**src/inc/raos_pkg.sv**
```systemverilog
// Shared constants for the rolling-average oversampler and its host controller
package raos_pkg;
  // ==========================================================
  // Converter and history
  localparam int CODE_W = 16;
  localparam int BOOST_EXTRA = 2;
  localparam int HIST_DEPTH = 8;

  // ==========================================================
  // First configuration register layout
  localparam int CFG_W = 10;
  localparam int CFG_AVG_EN = 9;
  localparam int CFG_RATIO_HI = 8;
  localparam int CFG_RATIO_LO = 6;
  localparam int CFG_BOOST = 2;
  localparam int CFG_REFERENCE_SELECT_BIT = 1;
  localparam logic [9:0] CFG_RESET = 10'h000;
  localparam logic [2:0] RATIO_OFF = 3'h0;
  localparam logic [2:0] RATIO_8 = 3'h3;

  // ==========================================================
  // Command word sent on the data-in pin
  localparam int CMD_W = 16;
  localparam int CMD_WRITE = 15;
  localparam int CMD_SOFT = 14;
  localparam int CMD_HARD = 13;

  // ==========================================================
  // Timing
  localparam int CLK_NS = 100;
  localparam int T_CONV_NS = 500;
  localparam int CONV_CYCLES = (T_CONV_NS + CLK_NS - 1) / CLK_NS;
  localparam int T_POWERUP_NS = 5000;
  localparam int POWERUP_CYCLES = (T_POWERUP_NS + CLK_NS - 1) / CLK_NS;
  localparam int T_SCLK_HALF_NS = 800;
  localparam int SCLK_HALF_CYCLES = (T_SCLK_HALF_NS + CLK_NS - 1) / CLK_NS;
  localparam int T_QUIET_NS = 400;
  localparam int QUIET_CYCLES = (T_QUIET_NS + CLK_NS - 1) / CLK_NS;

  // ==========================================================
  // Host register map
  localparam int AXI_AW = 5;
  localparam logic [4:0] ADDR_CMD = 5'h00;
  localparam logic [4:0] ADDR_STATUS = 5'h04;
  localparam logic [4:0] ADDR_RES_A = 5'h08;
  localparam logic [4:0] ADDR_RES_B = 5'h0c;
  localparam int ST_BUSY = 0;
  localparam int ST_SETTLED = 1;
  localparam int ST_WIDE = 2;
  localparam logic [1:0] RESP_OKAY = 2'h0;
  localparam logic [1:0] RESP_SLVERR = 2'h2;
endpackage

```
**src/inc/raos_link_if.sv**
```systemverilog
// Serial link between the oversampling converter and its host
`timescale 1ns/1ps
interface raos_link_if;
  logic cs_n;
  logic sclk;
  logic sdi;
  logic sdo_a;
  logic sdo_b;
  modport device (input cs_n, input sclk, input sdi, output sdo_a, output sdo_b);
  modport host (output cs_n, output sclk, output sdi, input sdo_a, input sdo_b);
endinterface

```
**src/verilog/raos_host.sv**
```systemverilog
// Host end: AXI4-Lite registers, serial frame generator, result capture
//
// The AXI4-Lite interface to the registers and the placing of the registers were chosen for this implementation.
`timescale 1ns/1ps
module raos_host #(
  parameter int SETTLE_CYCLES = raos_pkg::POWERUP_CYCLES,
  parameter int SCLK_HALF = raos_pkg::SCLK_HALF_CYCLES
) (
  input wire logic aclk,
  input wire logic aresetn,
  input wire logic [raos_pkg::AXI_AW-1:0] s_axi_awaddr,
  input wire logic s_axi_awvalid,
  output logic s_axi_awready,
  input wire logic [31:0] s_axi_wdata,
  input wire logic [3:0] s_axi_wstrb,
  input wire logic s_axi_wvalid,
  output logic s_axi_wready,
  output logic [1:0] s_axi_bresp,
  output logic s_axi_bvalid,
  input wire logic s_axi_bready,
  input wire logic [raos_pkg::AXI_AW-1:0] s_axi_araddr,
  input wire logic s_axi_arvalid,
  output logic s_axi_arready,
  output logic [31:0] s_axi_rdata,
  output logic [1:0] s_axi_rresp,
  output logic s_axi_rvalid,
  input wire logic s_axi_rready,
  raos_link_if.host link
);
  localparam int SET_W = $clog2(SETTLE_CYCLES + 1);

  // Device sees our edges three cycles late and we see its data two more
  generate
    if (SCLK_HALF < 8 || SCLK_HALF > 255 || SETTLE_CYCLES < 1) begin : g_bad_param
      $error("raos_host: SCLK_HALF must lie in 8..255, SETTLE_CYCLES >= 1");
    end
  endgenerate

  typedef enum logic [1:0] {F_IDLE, F_SHIFT, F_GAP} raos_frame_e;

  // ==========================================================
  // Input synchronisers and power-up settling
  logic [1:0] sdo_a_sync;
  logic [1:0] sdo_b_sync;
  logic [SET_W-1:0] settle_cnt;
  logic settled;

  always_ff @(posedge aclk) begin
    if (!aresetn) begin
      sdo_a_sync <= 2'h0;
      sdo_b_sync <= 2'h0;
      settle_cnt <= SET_W'(SETTLE_CYCLES);
      settled <= 1'b0;
    end else begin
      sdo_a_sync <= {sdo_a_sync[0], link.sdo_a};
      sdo_b_sync <= {sdo_b_sync[0], link.sdo_b};
      settle_cnt <= (settle_cnt == '0) ? settle_cnt : settle_cnt - SET_W'(1);
      settled <= (settle_cnt == '0);
    end
  end

  // ==========================================================
  // Frame generator
  raos_frame_e state, next_state;
  logic [7:0] half_cnt, next_half_cnt;
  logic [4:0] bit_cnt, next_bit_cnt;
  logic cs_n, next_cs_n, sclk, next_sclk, sdi, next_sdi;
  logic [15:0] tx, next_tx, cmd_word, next_cmd_word;
  logic [17:0] rx_a, next_rx_a, rx_b, next_rx_b;
  logic frame_wide, next_frame_wide, last_wide, next_last_wide;
  logic [9:0] shadow, next_shadow;
  logic [31:0] res_a, next_res_a, res_b, next_res_b;
  logic start;
  logic [15:0] start_word;

  // Length follows the configuration this host last wrote
  always_comb begin
    next_state = state;
    next_half_cnt = half_cnt;
    next_bit_cnt = bit_cnt;
    next_cs_n = cs_n;
    next_sclk = sclk;
    next_sdi = sdi;
    next_tx = tx;
    next_cmd_word = cmd_word;
    next_rx_a = rx_a;
    next_rx_b = rx_b;
    next_frame_wide = frame_wide;
    next_last_wide = last_wide;
    next_shadow = shadow;
    next_res_a = res_a;
    next_res_b = res_b;
    unique case (state)
      F_IDLE: begin
        if (start) begin
          next_state = F_SHIFT;
          next_cs_n = 1'b0;
          next_sdi = start_word[15];
          next_tx = {start_word[14:0], 1'b0};
          next_cmd_word = start_word;
          next_half_cnt = 8'(SCLK_HALF);
          next_bit_cnt = '0;
          next_rx_a = '0;
          next_rx_b = '0;
          next_frame_wide = shadow[raos_pkg::CFG_AVG_EN] && shadow[raos_pkg::CFG_BOOST] &&
            shadow[8:6] != raos_pkg::RATIO_OFF && shadow[8:6] <= raos_pkg::RATIO_8;
        end
      end
      F_SHIFT: begin
        next_half_cnt = half_cnt - 8'h01;
        if (half_cnt == 8'h01) begin
          next_half_cnt = 8'(SCLK_HALF);
          next_sclk = ~sclk;
          if (!sclk) begin
            next_rx_a = {rx_a[16:0], sdo_a_sync[1]};
            next_rx_b = {rx_b[16:0], sdo_b_sync[1]};
            next_bit_cnt = bit_cnt + 5'h01;
          end else if (bit_cnt == (frame_wide ? 5'h12 : 5'h10)) begin
            next_state = F_GAP;
            next_cs_n = 1'b1;
            next_sdi = 1'b0;
            next_half_cnt = 8'(raos_pkg::QUIET_CYCLES);
            if (settled) begin
              next_res_a = frame_wide ? 32'($signed(rx_a)) : 32'($signed(rx_a[15:0]));
              next_res_b = frame_wide ? 32'($signed(rx_b)) : 32'($signed(rx_b[15:0]));
              next_last_wide = frame_wide;
            end
            if (cmd_word[raos_pkg::CMD_HARD]) begin
              next_shadow = raos_pkg::CFG_RESET;
            end else if (!cmd_word[raos_pkg::CMD_SOFT] && cmd_word[raos_pkg::CMD_WRITE]) begin
              next_shadow = cmd_word[9:0];
            end
          end else begin
            next_sdi = tx[15];
            next_tx = {tx[14:0], 1'b0};
          end
        end
      end
      F_GAP: begin
        next_half_cnt = half_cnt - 8'h01;
        if (half_cnt == 8'h01) begin
          next_state = F_IDLE;
        end
      end
      default: next_state = F_IDLE;
    endcase
  end

  always_ff @(posedge aclk) begin
    if (!aresetn) begin
      state <= F_IDLE;
      half_cnt <= 8'h00;
      bit_cnt <= 5'h00;
      cs_n <= 1'b1;
      sclk <= 1'b0;
      sdi <= 1'b0;
      tx <= 16'h0000;
      cmd_word <= 16'h0000;
      rx_a <= 18'h00000;
      rx_b <= 18'h00000;
      frame_wide <= 1'b0;
      last_wide <= 1'b0;
      shadow <= raos_pkg::CFG_RESET;
      res_a <= 32'h00000000;
      res_b <= 32'h00000000;
    end else begin
      state <= next_state;
      half_cnt <= next_half_cnt;
      bit_cnt <= next_bit_cnt;
      cs_n <= next_cs_n;
      sclk <= next_sclk;
      sdi <= next_sdi;
      tx <= next_tx;
      cmd_word <= next_cmd_word;
      rx_a <= next_rx_a;
      rx_b <= next_rx_b;
      frame_wide <= next_frame_wide;
      last_wide <= next_last_wide;
      shadow <= next_shadow;
      res_a <= next_res_a;
      res_b <= next_res_b;
    end
  end

  assign link.cs_n = cs_n;
  assign link.sclk = sclk;
  assign link.sdi = sdi;

  // ==========================================================
  // AXI4-Lite slave
  logic aw_got, next_aw_got, w_got, next_w_got;
  logic [raos_pkg::AXI_AW-1:0] aw_q, next_aw_q;
  logic [31:0] wd_q, next_wd_q;
  logic [3:0] ws_q, next_ws_q;
  logic next_bvalid, next_arready, next_rvalid;
  logic [1:0] next_bresp, next_rresp;
  logic [31:0] next_rdata;

  // A command while a frame runs is refused with SLVERR
  always_comb begin
    next_aw_got = aw_got;
    next_aw_q = aw_q;
    next_w_got = w_got;
    next_wd_q = wd_q;
    next_ws_q = ws_q;
    next_bvalid = s_axi_bvalid;
    next_bresp = s_axi_bresp;
    next_rvalid = s_axi_rvalid;
    next_rdata = s_axi_rdata;
    next_rresp = s_axi_rresp;
    start = 1'b0;
    start_word = wd_q[15:0];
    if (s_axi_awvalid && s_axi_awready) begin
      next_aw_got = 1'b1;
      next_aw_q = s_axi_awaddr;
    end
    if (s_axi_wvalid && s_axi_wready) begin
      next_w_got = 1'b1;
      next_wd_q = s_axi_wdata;
      next_ws_q = s_axi_wstrb;
    end
    if (s_axi_bvalid && s_axi_bready) begin
      next_bvalid = 1'b0;
    end
    if (aw_got && w_got && !s_axi_bvalid) begin
      next_aw_got = 1'b0;
      next_w_got = 1'b0;
      next_bvalid = 1'b1;
      next_bresp = raos_pkg::RESP_SLVERR;
      if (aw_q == raos_pkg::ADDR_CMD && ws_q[1:0] == 2'h3 && state == F_IDLE) begin
        start = 1'b1;
        next_bresp = raos_pkg::RESP_OKAY;
      end
    end
    if (s_axi_rvalid && s_axi_rready) begin
      next_rvalid = 1'b0;
    end
    if (s_axi_arvalid && s_axi_arready) begin
      next_rvalid = 1'b1;
      next_rresp = raos_pkg::RESP_OKAY;
      unique case (s_axi_araddr)
        raos_pkg::ADDR_CMD: next_rdata = {16'h0000, cmd_word};
        raos_pkg::ADDR_STATUS: next_rdata = {29'h0, last_wide, settled, state != F_IDLE};
        raos_pkg::ADDR_RES_A: next_rdata = res_a;
        raos_pkg::ADDR_RES_B: next_rdata = res_b;
        default: begin
          next_rdata = 32'h00000000;
          next_rresp = raos_pkg::RESP_SLVERR;
        end
      endcase
    end
    next_arready = !next_rvalid;
  end

  always_ff @(posedge aclk) begin
    if (!aresetn) begin
      aw_got <= 1'b0;
      w_got <= 1'b0;
      aw_q <= '0;
      wd_q <= 32'h00000000;
      ws_q <= 4'h0;
      s_axi_awready <= 1'b0;
      s_axi_wready <= 1'b0;
      s_axi_bvalid <= 1'b0;
      s_axi_bresp <= 2'h0;
      s_axi_arready <= 1'b0;
      s_axi_rvalid <= 1'b0;
      s_axi_rdata <= 32'h00000000;
      s_axi_rresp <= 2'h0;
    end else begin
      aw_got <= next_aw_got;
      w_got <= next_w_got;
      aw_q <= next_aw_q;
      wd_q <= next_wd_q;
      ws_q <= next_ws_q;
      s_axi_awready <= !next_aw_got;
      s_axi_wready <= !next_w_got;
      s_axi_bvalid <= next_bvalid;
      s_axi_bresp <= next_bresp;
      s_axi_arready <= next_arready;
      s_axi_rvalid <= next_rvalid;
      s_axi_rdata <= next_rdata;
      s_axi_rresp <= next_rresp;
    end
  end
endmodule

```
**src/flat_wrapper.sv**
```systemverilog
// flat-port wrapper written by rule: the top's interface ports become plain ports
module raos_host_flat 
#(
  parameter int SETTLE_CYCLES = raos_pkg::POWERUP_CYCLES,
  parameter int SCLK_HALF = raos_pkg::SCLK_HALF_CYCLES
)
  (aclk, aresetn, s_axi_awaddr, s_axi_awvalid, s_axi_awready, s_axi_wdata, s_axi_wstrb, s_axi_wvalid, s_axi_wready, s_axi_bresp, s_axi_bvalid, s_axi_bready, s_axi_araddr, s_axi_arvalid, s_axi_arready, s_axi_rdata, s_axi_rresp, s_axi_rvalid, s_axi_rready, link_cs_n, link_sclk, link_sdi, link_sdo_a, link_sdo_b);
  raos_link_if link_i ();
  input wire logic aclk;
  input wire logic aresetn;
  input wire logic [raos_pkg::AXI_AW-1:0] s_axi_awaddr;
  input wire logic s_axi_awvalid;
  output logic s_axi_awready;
  input wire logic [31:0] s_axi_wdata;
  input wire logic [3:0] s_axi_wstrb;
  input wire logic s_axi_wvalid;
  output logic s_axi_wready;
  output logic [1:0] s_axi_bresp;
  output logic s_axi_bvalid;
  input wire logic s_axi_bready;
  input wire logic [raos_pkg::AXI_AW-1:0] s_axi_araddr;
  input wire logic s_axi_arvalid;
  output logic s_axi_arready;
  output logic [31:0] s_axi_rdata;
  output logic [1:0] s_axi_rresp;
  output logic s_axi_rvalid;
  input wire logic s_axi_rready;
  output wire logic [$bits(link_i.cs_n)-1:0] link_cs_n;
  output wire logic [$bits(link_i.sclk)-1:0] link_sclk;
  output wire logic [$bits(link_i.sdi)-1:0] link_sdi;
  input wire logic [$bits(link_i.sdo_a)-1:0] link_sdo_a;
  input wire logic [$bits(link_i.sdo_b)-1:0] link_sdo_b;
  assign link_cs_n = link_i.cs_n;
  assign link_sclk = link_i.sclk;
  assign link_sdi = link_i.sdi;
  assign link_i.sdo_a = link_sdo_a;
  assign link_i.sdo_b = link_sdo_b;
  raos_host #(.SETTLE_CYCLES(SETTLE_CYCLES), .SCLK_HALF(SCLK_HALF)) u_core (.aclk(aclk), .aresetn(aresetn), .s_axi_awaddr(s_axi_awaddr), .s_axi_awvalid(s_axi_awvalid), .s_axi_awready(s_axi_awready), .s_axi_wdata(s_axi_wdata), .s_axi_wstrb(s_axi_wstrb), .s_axi_wvalid(s_axi_wvalid), .s_axi_wready(s_axi_wready), .s_axi_bresp(s_axi_bresp), .s_axi_bvalid(s_axi_bvalid), .s_axi_bready(s_axi_bready), .s_axi_araddr(s_axi_araddr), .s_axi_arvalid(s_axi_arvalid), .s_axi_arready(s_axi_arready), .s_axi_rdata(s_axi_rdata), .s_axi_rresp(s_axi_rresp), .s_axi_rvalid(s_axi_rvalid), .s_axi_rready(s_axi_rready), .link(link_i));
endmodule
```
**config.mk**
```make
export PLATFORM = sky130hd
export DESIGN_NAME = raos_host_flat
export DESIGN_NICKNAME = d
export VERILOG_FILES = /design/src/inc/raos_pkg.sv /design/src/inc/raos_link_if.sv /design/src/verilog/raos_host.sv /design/src/flat_wrapper.sv
export SDC_FILE = /design/constraint.sdc
export NUM_CORES = 1
export LEC_CHECK = 0
export BUFFER_PORTS_ARGS = -buffer_cell sky130_fd_sc_hd__clkbuf_2
export CAP_MARGIN = 0
export CORE_MARGIN = 2
export CORE_UTILIZATION = 40
export CTS_BUF_LIST = sky130_fd_sc_hd__clkbuf_4
export CTS_CLUSTER_SIZE = 8
export DETAILED_ROUTE_END_ITERATION = 8
export GPL_ROUTABILITY_DRIVEN = 1
export GPL_TIMING_DRIVEN = 0
export PLACE_DENSITY_LB_ADDON = 0.2
export SLEW_MARGIN = 40
export SYNTH_ARGS = -nofsm -noshare
export SYNTH_HDL_FRONTEND = slang
export SYNTH_SLANG_ARGS = --single-unit
```
**constraint.sdc**
```tcl
create_clock -name aclk -period 3.3 [get_ports aclk]
set_clock_uncertainty 0.2 [all_clocks]
set_input_delay 0.165 -clock aclk [delete_from_list [all_inputs] [get_ports aclk]]
set_output_delay 0.165 -clock aclk [all_outputs]
set_load 0.005 [all_outputs]
```
# == Word-level counts from Yosys, hierarchy flattened ==
# Index checks and enable logic that the tools add are counted.
# totals
in_bits,55
latchBits,0
wordCells,146
memories,0
romBits,0
register_bits,239
mem_bits_rw,0
# classes
n_reduce_logical,39
n_mux,55
div,0
n_shift,0
multipliers,0
n_lt_le_gt_ge,1
n_addsub,3
n_bitwise,1
eq_ne,15
# ops
op,n
$pmux 32 s4,1
$mux 18,5
$pmux 18 s2,2
$mux 16,4
$mux 32,2
$pmux 16 s2,1
$reduce_and 5->1,5
$mux 8,3
$pmux 8 s3,1
$mux 10,2
$mux 1,18
$mux 2,8
$mux 5,3
$logic_and 1x1->1,13
$eq 5x4->1 const B,2
$logic_not 5->1,2
$ne 2x1->1 const B,5
$pmux 5 s2,1
$eq 8x1->1 const B,1
$reduce_and 4->1,2
$reduce_bool 2->1,4
$sub 8x1->8 const B,1
$logic_not 6->1,1
$pmux 2 s3,1
other kinds (16),26

# == Longest topological paths before layout ==
# Gate-level depths: netlist of the first run.
# logic_depth
word_depth,7
mapped_depth,10

# == Least setup slack after synthesis of the first run ==
# OpenSTA, ideal clock, no wires.
# synth_path
kind,flip-flop to flip-flop
from,register u_core.state[0]
to,register u_core.rx_a[10]
stages_incl_launch_ff,11
slack_ps,942
t_arrival_ps,2025
setup_ps,134
t_required_ps,2966
n_path_buf,4
cell_sequence,dfxtp_1 inv_1 ha_1 buf_2 nand4bb_1 o32ai_2 buf_6 and2_4 buf_8 buf_12 o22ai_1
# synth_between
elab_chain_cells,6
elab_cells_between_ends,11
classes_between,eq/ne (4); mux (3); reduce/logical (4)
# synth_lines
element,line,rtl
start: declaration,raos_host.sv:64,"raos_frame_e state, next_state;"
start signal: assignment,raos_host.sv:167,state <= next_state;
$logic_not 2->1,"raos_host.sv:93, raos_host.sv:230",
$logic_and 1x1->1,raos_host.sv:230,if (aw_q == raos_pkg::ADDR_CMD && ws_q[1:0] == 2'h3 && state == F_IDLE) begin
$mux 1,raos_host.sv:230,
$mux 1,raos_host.sv:225,if (aw_got && w_got && !s_axi_bvalid) begin
$ne 2x1->1 (no source line),--,
$reduce_and 4->1 (no source line),--,
end signal: assignment,raos_host.sv:175,rx_a <= next_rx_a;
end: declaration,raos_host.sv:69,"logic [17:0] rx_a, next_rx_a, rx_b, next_rx_b;"
# Several ways; a longest one is shown, not always the timed one.
# A chain may end at the register's enable or synchronous reset.

# == Worst setup path in the final report of the first run ==
# layout_path
from,register u_core.state[1]
to,register u_core.rx_a[5]
# The elaborated chain is that of the path after synthesis.

==> impl_metrics.env, run 1 <==
export IMPL_path_buf_inv=3
export IMPL_cp_cell_sequence="inv_1, ha_1, buf_2, nand4bb_1, o31ai_4, nand3_1, clkbuf_1, o22ai_1"
export IMPL_die_y_um=142
export IMPL_finalWeightedCongestion=0.786
export IMPL_drc=0
export IMPL_clockBufferDepth=2
export IMPL_yosys_warnings=0
export IMPL_port_buffers=76
export IMPL_cp_slowest_stage_delay_ns=0.50
export IMPL_path_max_fanout=10
export IMPL_drt_initial_drc_count=402
export IMPL_root_buffer="clkbuf_4"
export IMPL_fin_crit_sh_pct=83.8
export IMPL_slowest_stage="o31ai_4"
export IMPL_ant_nets=0
export IMPL_tightestPinTransition_ns=0.715
export IMPL_finalNetCount=1060
export IMPL_diodes=0
export IMPL_drive_gt1_share_pct=17.2
export IMPL_cts_buffers=17
export IMPL_synthCells=851
export IMPL_wl_um=20300
export IMPL_via_count=6534
export IMPL_vias_per_cell=5.25
export IMPL_synth_seq_cells=189
export IMPL_tns_ns=0
export IMPL_slew_violations=0
export IMPL_core_um2=18700
export IMPL_worst_path_dominant_cell_family="compound AO/OA/AOI/OAI gates"
export IMPL_wl_per_cell_um=16.3
export IMPL_crit_arrival_ns=3.06
export IMPL_run_status="finished clean"
export IMPL_end_kind="flip-flop"
export IMPL_hold_path_class="input pin to flip-flop"
export IMPL_muxShareOfSynthArea_pct=5.21
export IMPL_drv_cap=0
export IMPL_critPathKind="flip-flop to flip-flop"
export IMPL_fmax_mhz=362
export IMPL_die_w_um=142
export IMPL_hold_slack_ns=0.0281
export IMPL_cp_start_kind="flip-flop"
export IMPL_synth_ff_type="dfxtp_1"
export IMPL_synth_top_family_by_area="simple AND/OR/NAND/NOR gates"
export IMPL_synth_compound_area_share_pct=17.3
export IMPL_avgSynthCellArea_um2=8.95
export IMPL_cts_htree_levels=4
export IMPL_cts_setup_buffers=0
export IMPL_power_leakage_nw=3.30
export IMPL_hpwlAfterDp_um=14500
export IMPL_dieArea_um2=20200
export IMPL_setup_viol=0
export IMPL_crit_required_ns=3.60
export IMPL_netlist_area_um2=7620
export IMPL_layout_min_cycle_time_ns=2.77
export IMPL_cts_sinks=189
export IMPL_grt_pass1_wl_um=32400
export IMPL_grt_overflow_total=0
export IMPL_grt_antenna_before_repair=0
export IMPL_async_reset_ff_share_pct=0
export IMPL_synth_cell_types=59
export IMPL_area_delta_synth_final_pct=19.4
export IMPL_ioPinCount=99
export IMPL_clk_pin_slew_worst_paths_ns=0.16
export IMPL_synth_edf_count=0
export IMPL_hold_violations=0
export IMPL_cts_tree="yes"
export IMPL_firstDrtPassIters=6
export IMPL_grt_pass1_vias=6195
export IMPL_slew_headroom_pct=52.3
export IMPL_ir_drop_mv=0.252
export IMPL_synthAdderAreaFrac_pct=1.31
export IMPL_start_util_pct=40.7
export IMPL_yosys_area_share_xor_xnor_pct=1.49
export IMPL_yosys_area_share_simple_pct=18.5
export IMPL_grt_setup_unrepaired="no"
export IMPL_power_density_nw_per_um2=439
export IMPL_grt_max_degree=17
export IMPL_clk_insertion_delay_late_ns=0.58
export IMPL_yosysSeqAreaShare_pct=49.7
export IMPL_grt_util_all_layers_pct=20.5
export IMPL_num_rows=50
export IMPL_cts_resized=0
placed cells by master, fill, tap and decap left out, types with 36 or more instances in the layout:
master           n
o22ai_1         37
nand3_1         44
dfxtp_1        189
nor2_1          36
a21oi_1         76
dlygate4sd3_1   50
clkbuf_1        36
nand2_1        161
o21ai_0         42
clkbuf_2        76
path summary, 6_finish.rpt:
check | cells after the start | from | slack (ns) | end
max | 8 | u_core.state[1]$_SDFFE_PN0P_ | 0.53 | u_core.rx_a[5]$_SDFFE_PN0P_
min | 4 | s_axi_araddr[3] | 0.03 | u_core.s_axi_rdata[7]$_SDFFE_PN0P_
max reg2reg | 8 | u_core.state[1]$_SDFFE_PN0P_ | 0.53 | u_core.rx_a[5]$_SDFFE_PN0P_
min reg2reg | 1 | u_core.sdo_b_sync[0]$_SDFF_PN0_ | 0.26 | u_core.sdo_b_sync[1]$_SDFF_PN0_
where the power goes:
part / total, mW / switching [mW] / internal [mW] / leakage, nW
clock network: 1.30 / 0.818 / 0.479 / 0.139
logic: 0.348 / 0.207 / 0.141 / 1.63
registers: 2.35 / 0.0270 / 2.32 / 1.53
total: 3.99 / 1.05 / 2.94 / 3.30
cell usage after synthesis (4+ instances only):
cell | n | area share [%]
o22ai_1 | 37 | 3.0
a22o_1 | 13 | 1.5
nand4_1 | 5 | 0.41
buf_4 | 17 | 1.7
dfxtp_1 | 189 | 50
nand2b_1 | 4 | 0.33
o31ai_1 | 4 | 0.39
buf_2 | 10 | 0.66
mux2_2 | 15 | 2.2
xnor2_1 | 4 | 0.46
a22oi_1 | 4 | 0.39
nor3_1 | 11 | 0.72
buf_6 | 4 | 0.59
nand2_1 | 161 | 7.9
nand3_1 | 44 | 2.9
nand4b_1 | 7 | 0.80
a211oi_1 | 18 | 1.8
a21oi_1 | 76 | 5.0
o21ai_0 | 42 | 2.8
buf_1 | 7 | 0.34
inv_1 | 13 | 0.64
ha_1 | 8 | 1.3
nor2_1 | 36 | 1.8
and2_1 | 10 | 0.82
mux2i_1 | 16 | 2.1
and3_1 | 6 | 0.49
clkbuf_1 | 36 | 1.8
xor2_1 | 9 | 1.0
what timing repair did:
item                                   CTS  global route
setup endpoints to repair                0             0
hold buffers                            50             0
endpoints found under the hold margin   54             0
worst reg2reg max path: cells and delay by family, from the launching register on:
| kind | cells | cell delay, ns |
|---|---|---|
| AO/OA/AOI/OAI | 2 | 0.71 |
| buffers and inverters | 3 | 0.67 |
| AND/OR/NAND/NOR | 2 | 0.60 |
| flip-flops | 1 | 0.35 |
| adder cells (fa/ha/maj) | 1 | 0.15 |
kinds of logic (layout without fill, tap and decap cells):
group,count (synthesis),count (layout)
adders and majority gates,8,8
buffers and inverters,91,249
other,1,2
xor gates and xnor gates,13,13
AOI/OAI and AO/OA,212,212
DFF,189,189
and+or+nand+nor,303,303
muxes,34,34
per-stage QoR:
step           utilization [%]  total power, mW  area, µm²  instances  setup WS (ns)
3_3_place_gp              44.3             2.69       8300       1162          0.617
6_report                  48.6             3.99       9100       1244          0.535
2_1_floorplan                -             2.59       7620        852          0.942
5_1_grt                   48.6             4.15       9100       1244          0.347
3_5_place_dp              44.4             2.70       8310       1162          0.573
4_1_cts                   48.6             4.02       9100       1244          0.562
registers in the layout (all words and copies together) (netlist names), 6 cells and up:
name	count
u_core.cmd_word	16
u_core.half_cnt	8
u_core.res_a	18
u_core.res_b	18
u_core.rx_a	18
u_core.rx_b	18
u_core.s_axi_rdata	18
u_core.settle_cnt	6
u_core.tx	15
u_core.wd_q	16
routing by layer:
layer  GRT usage [%]  vias to the layer above  part of all wire, %
met3            3.57                       20                  4.1
met2            33.6                      140                   47
met5               0                        -                    0
met4            5.47                        0                  1.3
met1            27.9                     3119                   47
li1                -                     3255                    -
layout make-up:
class	count	area, µm²
Fill cell	1829	9610
Sequential cell	189	3780
Multi-Input combinational cell	572	3360
Timing Repair Buffer	126	881
Buffer	77	439
Tap cell	234	293
Clock buffer	20	150
Clock inverter	12	136
Inverter	14	52.6
No activity file was read; power rests on OpenSTA's default activity.
==> run 2: changes to the inputs <==
==> constraint.sdc (replaced) <==
create_clock -name aclk -period 2.68 [get_ports aclk]
set_clock_uncertainty 0.2 [all_clocks]
set_input_delay 0.134 -clock aclk [delete_from_list [all_inputs] [get_ports aclk]]
set_output_delay 0.134 -clock aclk [all_outputs]
set_load 0.005 [all_outputs]
==> run 2 against run 1 <==
Critical path depth up 2; register-to-register slack got worse by 0.37 ns; maximum frequency increased by 9.8%; sequential power rose by 23%; clock power is 22% higher; wire length about the same; critical path type unchanged; critical endpoint is now u_core.rx_a[11]$_SDFFE_PN0P_; largest cell class unchanged; largest power group unchanged.
==> impl_metrics.env, run 2 (synthesis gave the netlist of run 1 again) <==
export IMPL_run_status="finished clean"
export IMPL_vias_per_cell=5.21
export IMPL_drive_gt1_share_pct=17.9
export IMPL_drv_cap=0
export IMPL_startpoint="u_core.state[1]$_SDFFE_PN0P_"
export IMPL_cts_sinks=189
export IMPL_final_common_cell="dfxtp_1"
export IMPL_firstDrtPassIters=5
export IMPL_r2r_start="u_core.state[1]$_SDFFE_PN0P_"
export IMPL_slew_violations=0
export IMPL_fillers=1824
export IMPL_power_frac_seq_pct=58.7
export IMPL_root_buffer="clkbuf_4"
export IMPL_cts_buffers=17
export IMPL_grt_antenna_before_repair=0
export IMPL_hold_slack_ns=0.115
export IMPL_cts_tree="yes"
export IMPL_fin_crit_sh_pct=94.0
export IMPL_ant_nets=0
export IMPL_most_common_layout_cells="dfxtp_1 (189), nand2_1 (161), clkbuf_2 (77), a21oi_1 (76), dlygate4sd3_1 (54)"
export IMPL_grt_pass1_vias=6246
export IMPL_dieArea_um2=20200
export IMPL_wl_met1_um=9800
export IMPL_hpwlAfterDp_um=14500
export IMPL_grt_overflow_total=0
export IMPL_cts_htree_levels=4
export IMPL_start_util_pct=40.7
export IMPL_wl_um=20300
export IMPL_num_rows=50
export IMPL_hold_violations=0
export IMPL_grt_setup_unrepaired="no"
export IMPL_finalNetCount=1066
export IMPL_finalWeightedCongestion=0.786
export IMPL_die_y_um=142
export IMPL_diodes=0
export IMPL_ioPinCount=99
export IMPL_switching_share_pct=26.3
export IMPL_clk_pin_slew_worst_paths_ns=0.15
export IMPL_seq_area_um2=3780
export IMPL_multi_input_area_um2=3400
export IMPL_setup_viol=0
export IMPL_grt_util_all_layers_pct=20.5
export IMPL_clk_insertion_delay_late_ns=0.57
export IMPL_cp_slowest_stage_delay_ns=0.36
export IMPL_end_kind="flip-flop"
export IMPL_critPathKind="flip-flop to flip-flop"
export IMPL_post_route_util_pct=49.2
export IMPL_p_total_mw=4.93
export IMPL_slew_headroom_pct=52.8
export IMPL_dr_wl_met2_um=9620
export IMPL_core_um2=18700
export IMPL_switchingPower_mw=1.29
export IMPL_port_buffers=76
export IMPL_r2r_slack_ns=0.16
export IMPL_layout_min_cycle_time_ns=2.52
export IMPL_power_leakage_nw=3.36
export IMPL_comb_power_share_pct=9.0
export IMPL_fin_ws_ns=0.161
export IMPL_via_count=6514
export IMPL_ir_drop_mv=0.313
export IMPL_clkPwrFrac_pct=32.3
export IMPL_hold_path_class="input pin to flip-flop"
export IMPL_cp_start_kind="flip-flop"
export IMPL_wl_met3_um=652
export IMPL_hp_start="s_axi_wstrb[0]"
export IMPL_wl_per_cell_um=16.3
export IMPL_drc=0
export IMPL_fmax_mhz=397
export IMPL_crit_required_ns=2.92
export IMPL_grt_pass1_wl_um=32500
export IMPL_post_place_ws_ns=-0.0467
export IMPL_area_delta_synth_final_pct=20.7
export IMPL_power_density_nw_per_um2=536
export IMPL_path_max_fanout=10
export IMPL_crit_arrival_ns=2.76
export IMPL_drt_initial_drc_count=414
export IMPL_tightestPinTransition_ns=0.708
export IMPL_grt_max_degree=17
export IMPL_slowest_stage="o32ai_2"
export IMPL_intPower_mw=3.63
export IMPL_top_layer_used="met4"
export IMPL_cp_cell_sequence="inv_1, ha_1, buf_2, nand4bb_4, o32ai_2, buf_6, and2_4, buf_8, buf_12, o22ai_1"
export IMPL_die_w_um=142
export IMPL_clockBufferDepth=2
## run 2: power groups by stage
stage | clock [mW] | combinational, mW | sequential [mW]
floorplan | 0 | 0.254 | 2.94
global placement | 0 | 0.368 | 2.95
detailed placement | 0 | 0.373 | 2.95
CTS | 1.63 | 0.432 | 2.89
global route | 1.74 | 0.486 | 2.90
finish | 1.59 | 0.442 | 2.89
## run 2: layout make-up
| type | count | share of cell area [%] |
|---|---|---|
| flip-flops and latches | 189 | 41.1 |
| plain buffers | 76 | 4.75 |
| repair buffers | 133 | 10.3 |
| clock inverters | 12 | 1.48 |
| well taps | 234 | 3.18 |
| clock buffers | 20 | 1.63 |
| inverters | 14 | 0.572 |
| multi-input cells | 572 | 37.0 |
## run 2: worst max-delay path, delay by kind of cell (launching register included)
kind / cells / cell delay, ns
buffers and inverters: 5 / 0.86
AOI/OAI and AO/OA: 2 / 0.44
and+or+nand+nor: 2 / 0.38
DFF: 1 / 0.35
adders and majority gates: 1 / 0.15
## run 2: through the flow
stage / area (µm²) / instances / TNS (ns)
finish: 9200 / 1250 / 0
global route: 9200 / 1250 / 0
CTS: 9160 / 1250 / 0
detailed placement: 8310 / 1162 / -1.02
global placement: 8300 / 1162 / -0.00393
floorplan: 7620 / 852 / 0
## run 2: timing repair
item | CTS | global route
pin swaps | 0 | 1
setup buffers | 2 | 1
resized for setup | 1 | 7
hold buffers | 54 | 0
endpoints found under the setup margin | 51 | 71
hold endpoints to repair | 57 | 0
## run 2: worst paths after layout
check / cells after the start / endpoint
min: 4 / u_core.ws_q[0]$_SDFFE_PN0P_
max: 10 / u_core.rx_a[11]$_SDFFE_PN0P_
max reg2reg: 10 / u_core.rx_a[11]$_SDFFE_PN0P_
min reg2reg: 1 / u_core.sdo_b_sync[1]$_SDFF_PN0_
## run 2: layer usage
layer  vias up  GRT usage, %
met5         -             0
met4         0          5.68
li1       3266             -
met2       113          33.7
met3        18          3.60
met1      3117          27.9
==> run 3: changes to the inputs <==
==> constraint.sdc (replaced) <==
create_clock -name aclk -period 2.65 [get_ports aclk]
set_clock_uncertainty 0.2 [all_clocks]
set_input_delay 0.1325 -clock aclk [delete_from_list [all_inputs] [get_ports aclk]]
set_output_delay 0.1325 -clock aclk [all_outputs]
set_load 0.005 [all_outputs]
==> run 3 against run 2 <==
Die area unchanged; worst setup slack better by 0.015 ns; first-iteration DRC count down 5.1%; design area grew 0.56%; maximum frequency up 1.8%; sequential share of layout area shrank 0.23 points; hold slack lost 0.014 ns; clock power about the same; core utilization grew 0.27 points; critical path depth is the same; combinational power up 2%; via count is 0.61% higher.
==> impl_metrics.env, run 3 (synthesis gave the netlist of run 1 again) <==
export IMPL_run_status="finished clean"
export IMPL_grt_util_all_layers_pct=20.6
export IMPL_hold_slack_ns=0.101
export IMPL_multi_input_area_um2=3410
export IMPL_crit_required_ns=2.91
export IMPL_post_place_ws_ns=-0.0767
export IMPL_cts_sinks=189
export IMPL_r2r_slack_ns=0.18
export IMPL_port_buffers=76
export IMPL_r2r_end="u_core.rx_a[9]$_SDFFE_PN0P_"
export IMPL_wl_per_cell_um=16.3
export IMPL_ioPinCount=99
export IMPL_core_um2=18700
export IMPL_dieArea_um2=20200
export IMPL_die_w_um=142
export IMPL_crit_arrival_ns=2.73
export IMPL_hold_violations=0
export IMPL_whs_endpoint="u_core.ws_q[0]$_SDFFE_PN0P_"
export IMPL_ant_nets=0
export IMPL_layout_min_cycle_time_ns=2.47
export IMPL_cts_buffers=17
export IMPL_area_delta_synth_final_pct=21.4
export IMPL_start_util_pct=40.7
export IMPL_seq_area_um2=3780
export IMPL_critPathKind="flip-flop to flip-flop"
export IMPL_hp_start="s_axi_wstrb[0]"
export IMPL_slew_headroom_pct=52.8
export IMPL_diodes=0
export IMPL_drv_cap=0
export IMPL_slew_violations=0
export IMPL_fmax_mhz=404
export IMPL_drt_initial_drc_count=393
export IMPL_grt_setup_unrepaired="no"
export IMPL_cts_htree_levels=4
export IMPL_hpwlAfterDp_um=14500
export IMPL_setup_viol=0
export IMPL_hold_path_class="input pin to flip-flop"
export IMPL_drc=0
export IMPL_end_kind="flip-flop"
export IMPL_final_common_cell="dfxtp_1"
export IMPL_grt_pass1_vias=6266
export IMPL_ff2ff_path_depth=10
export IMPL_clk_pin_slew_worst_paths_ns=0.15
export IMPL_finalNetCount=1070
export IMPL_grt_pass1_wl_um=32700
export IMPL_clk_insertion_delay_late_ns=0.59
export IMPL_root_buffer="clkbuf_4"
export IMPL_drive_gt1_share_pct=18.0
export IMPL_num_rows=50
export IMPL_grt_overflow_total=0
export IMPL_fillers=1815
export IMPL_via_count=6554
export IMPL_die_y_um=142
export IMPL_tns_ns=0
export IMPL_vias_per_cell=5.23
export IMPL_fin_crit_sh_pct=93.4
export IMPL_fin_ws_ns=0.176
export IMPL_grt_antenna_before_repair=0
export IMPL_ir_drop_mv=0.316
export IMPL_p_total_mw=4.99
export IMPL_power_leakage_nw=3.39
export IMPL_firstDrtPassIters=5
export IMPL_most_common_layout_cells="dfxtp_1 (189), nand2_1 (161), clkbuf_2 (78), a21oi_1 (76), dlygate4sd3_1 (57)"
export IMPL_power_density_nw_per_um2=540
export IMPL_path_max_fanout=10
export IMPL_cts_tree="yes"
export IMPL_cp_start_kind="flip-flop"
export IMPL_layout_cells_non_filler=1254
export IMPL_finalWeightedCongestion=0.786
export IMPL_wl_um=20500
export IMPL_clockBufferDepth=2
export IMPL_r2r_start="u_core.state[1]$_SDFFE_PN0P_"
export IMPL_placed_cells=1162
export IMPL_tightestPinTransition_ns=0.708
export IMPL_grt_max_degree=17
export IMPL_holdPathStages=4
## run 3: changes by cell type in the layout (fill, tap and decap cells not counted), sizes merged
cell	previous run	this run
buf	42	40
clkbuf	133	136
dlygate4sd3	54	57
## run 3: where the power goes
part           internal, mW  switching [mW]  total (mW)
registers              2.89          0.0344        2.92
logic                 0.191           0.262       0.453
clock network         0.596            1.02        1.62
total                  3.68            1.32        4.99
## run 3: final cells by class
type | count | share of cell area [%]
Sequential cell | 189 | 40.9
Multi-Input combinational cell | 572 | 36.9
Timing Repair Buffer | 136 | 10.5
Buffer | 77 | 4.83
Tap cell | 234 | 3.17
Clock buffer | 20 | 1.62
Clock inverter | 12 | 1.47
Inverter | 14 | 0.568
## run 3: worst max-delay path by stage
stage                                  from                      endpoint  depth (start not counted)
2_1_floorplan  u_core.state[0]$_SDFFE_PN0P_  u_core.rx_a[10]$_SDFFE_PN0P_                         10
3_3_place_gp   u_core.state[1]$_SDFFE_PN0P_   u_core.rx_b[3]$_SDFFE_PN0P_                          9
3_5_place_dp   u_core.state[0]$_SDFFE_PN0P_  u_core.rx_a[11]$_SDFFE_PN0P_                         10
4_1_cts        u_core.state[0]$_SDFFE_PN0P_  u_core.rx_a[11]$_SDFFE_PN0P_                         10
5_1_grt        u_core.state[1]$_SDFFE_PN0P_  u_core.rx_b[14]$_SDFFE_PN0P_                          9
6_report       u_core.state[1]$_SDFFE_PN0P_   u_core.rx_a[9]$_SDFFE_PN0P_                         10
## run 3: repair_timing
item                                    in CTS  in global routing
buffers inserted                             2                  1
endpoints found under the setup margin      63                 73
hold endpoints to repair                    58                  0
pin swaps                                    0                  1
hold buffers                                57                  0
resized for setup                            1                 12
## run 3: worst max-delay path: stages, from the launching register on
cell and delay [ns]:
dfxtp_1 0.35, inv_1 0.12, ha_1 0.16, clkbuf_4 0.23, nand4bb_4 0.22, o32ai_2 0.35, buf_6 0.19, and2_4 0.16
buf_8 0.15, buf_12 0.13, o22ai_1 0.08
## run 3: layer usage
layer	share of wire (%)	GRT usage, %
met1	48	28.0
met2	47	34.0
met3	3.6	3.60
met5	0	0
met4	1.2	5.68
## run 3: metrics by stage
step / util, % / area [µm²]
after floorplan: - / 7620
after global placement: 44.3 / 8300
after detailed placement: 44.4 / 8310
after CTS: 49.1 / 9190
after global routing: 49.4 / 9250
final: 49.4 / 9250
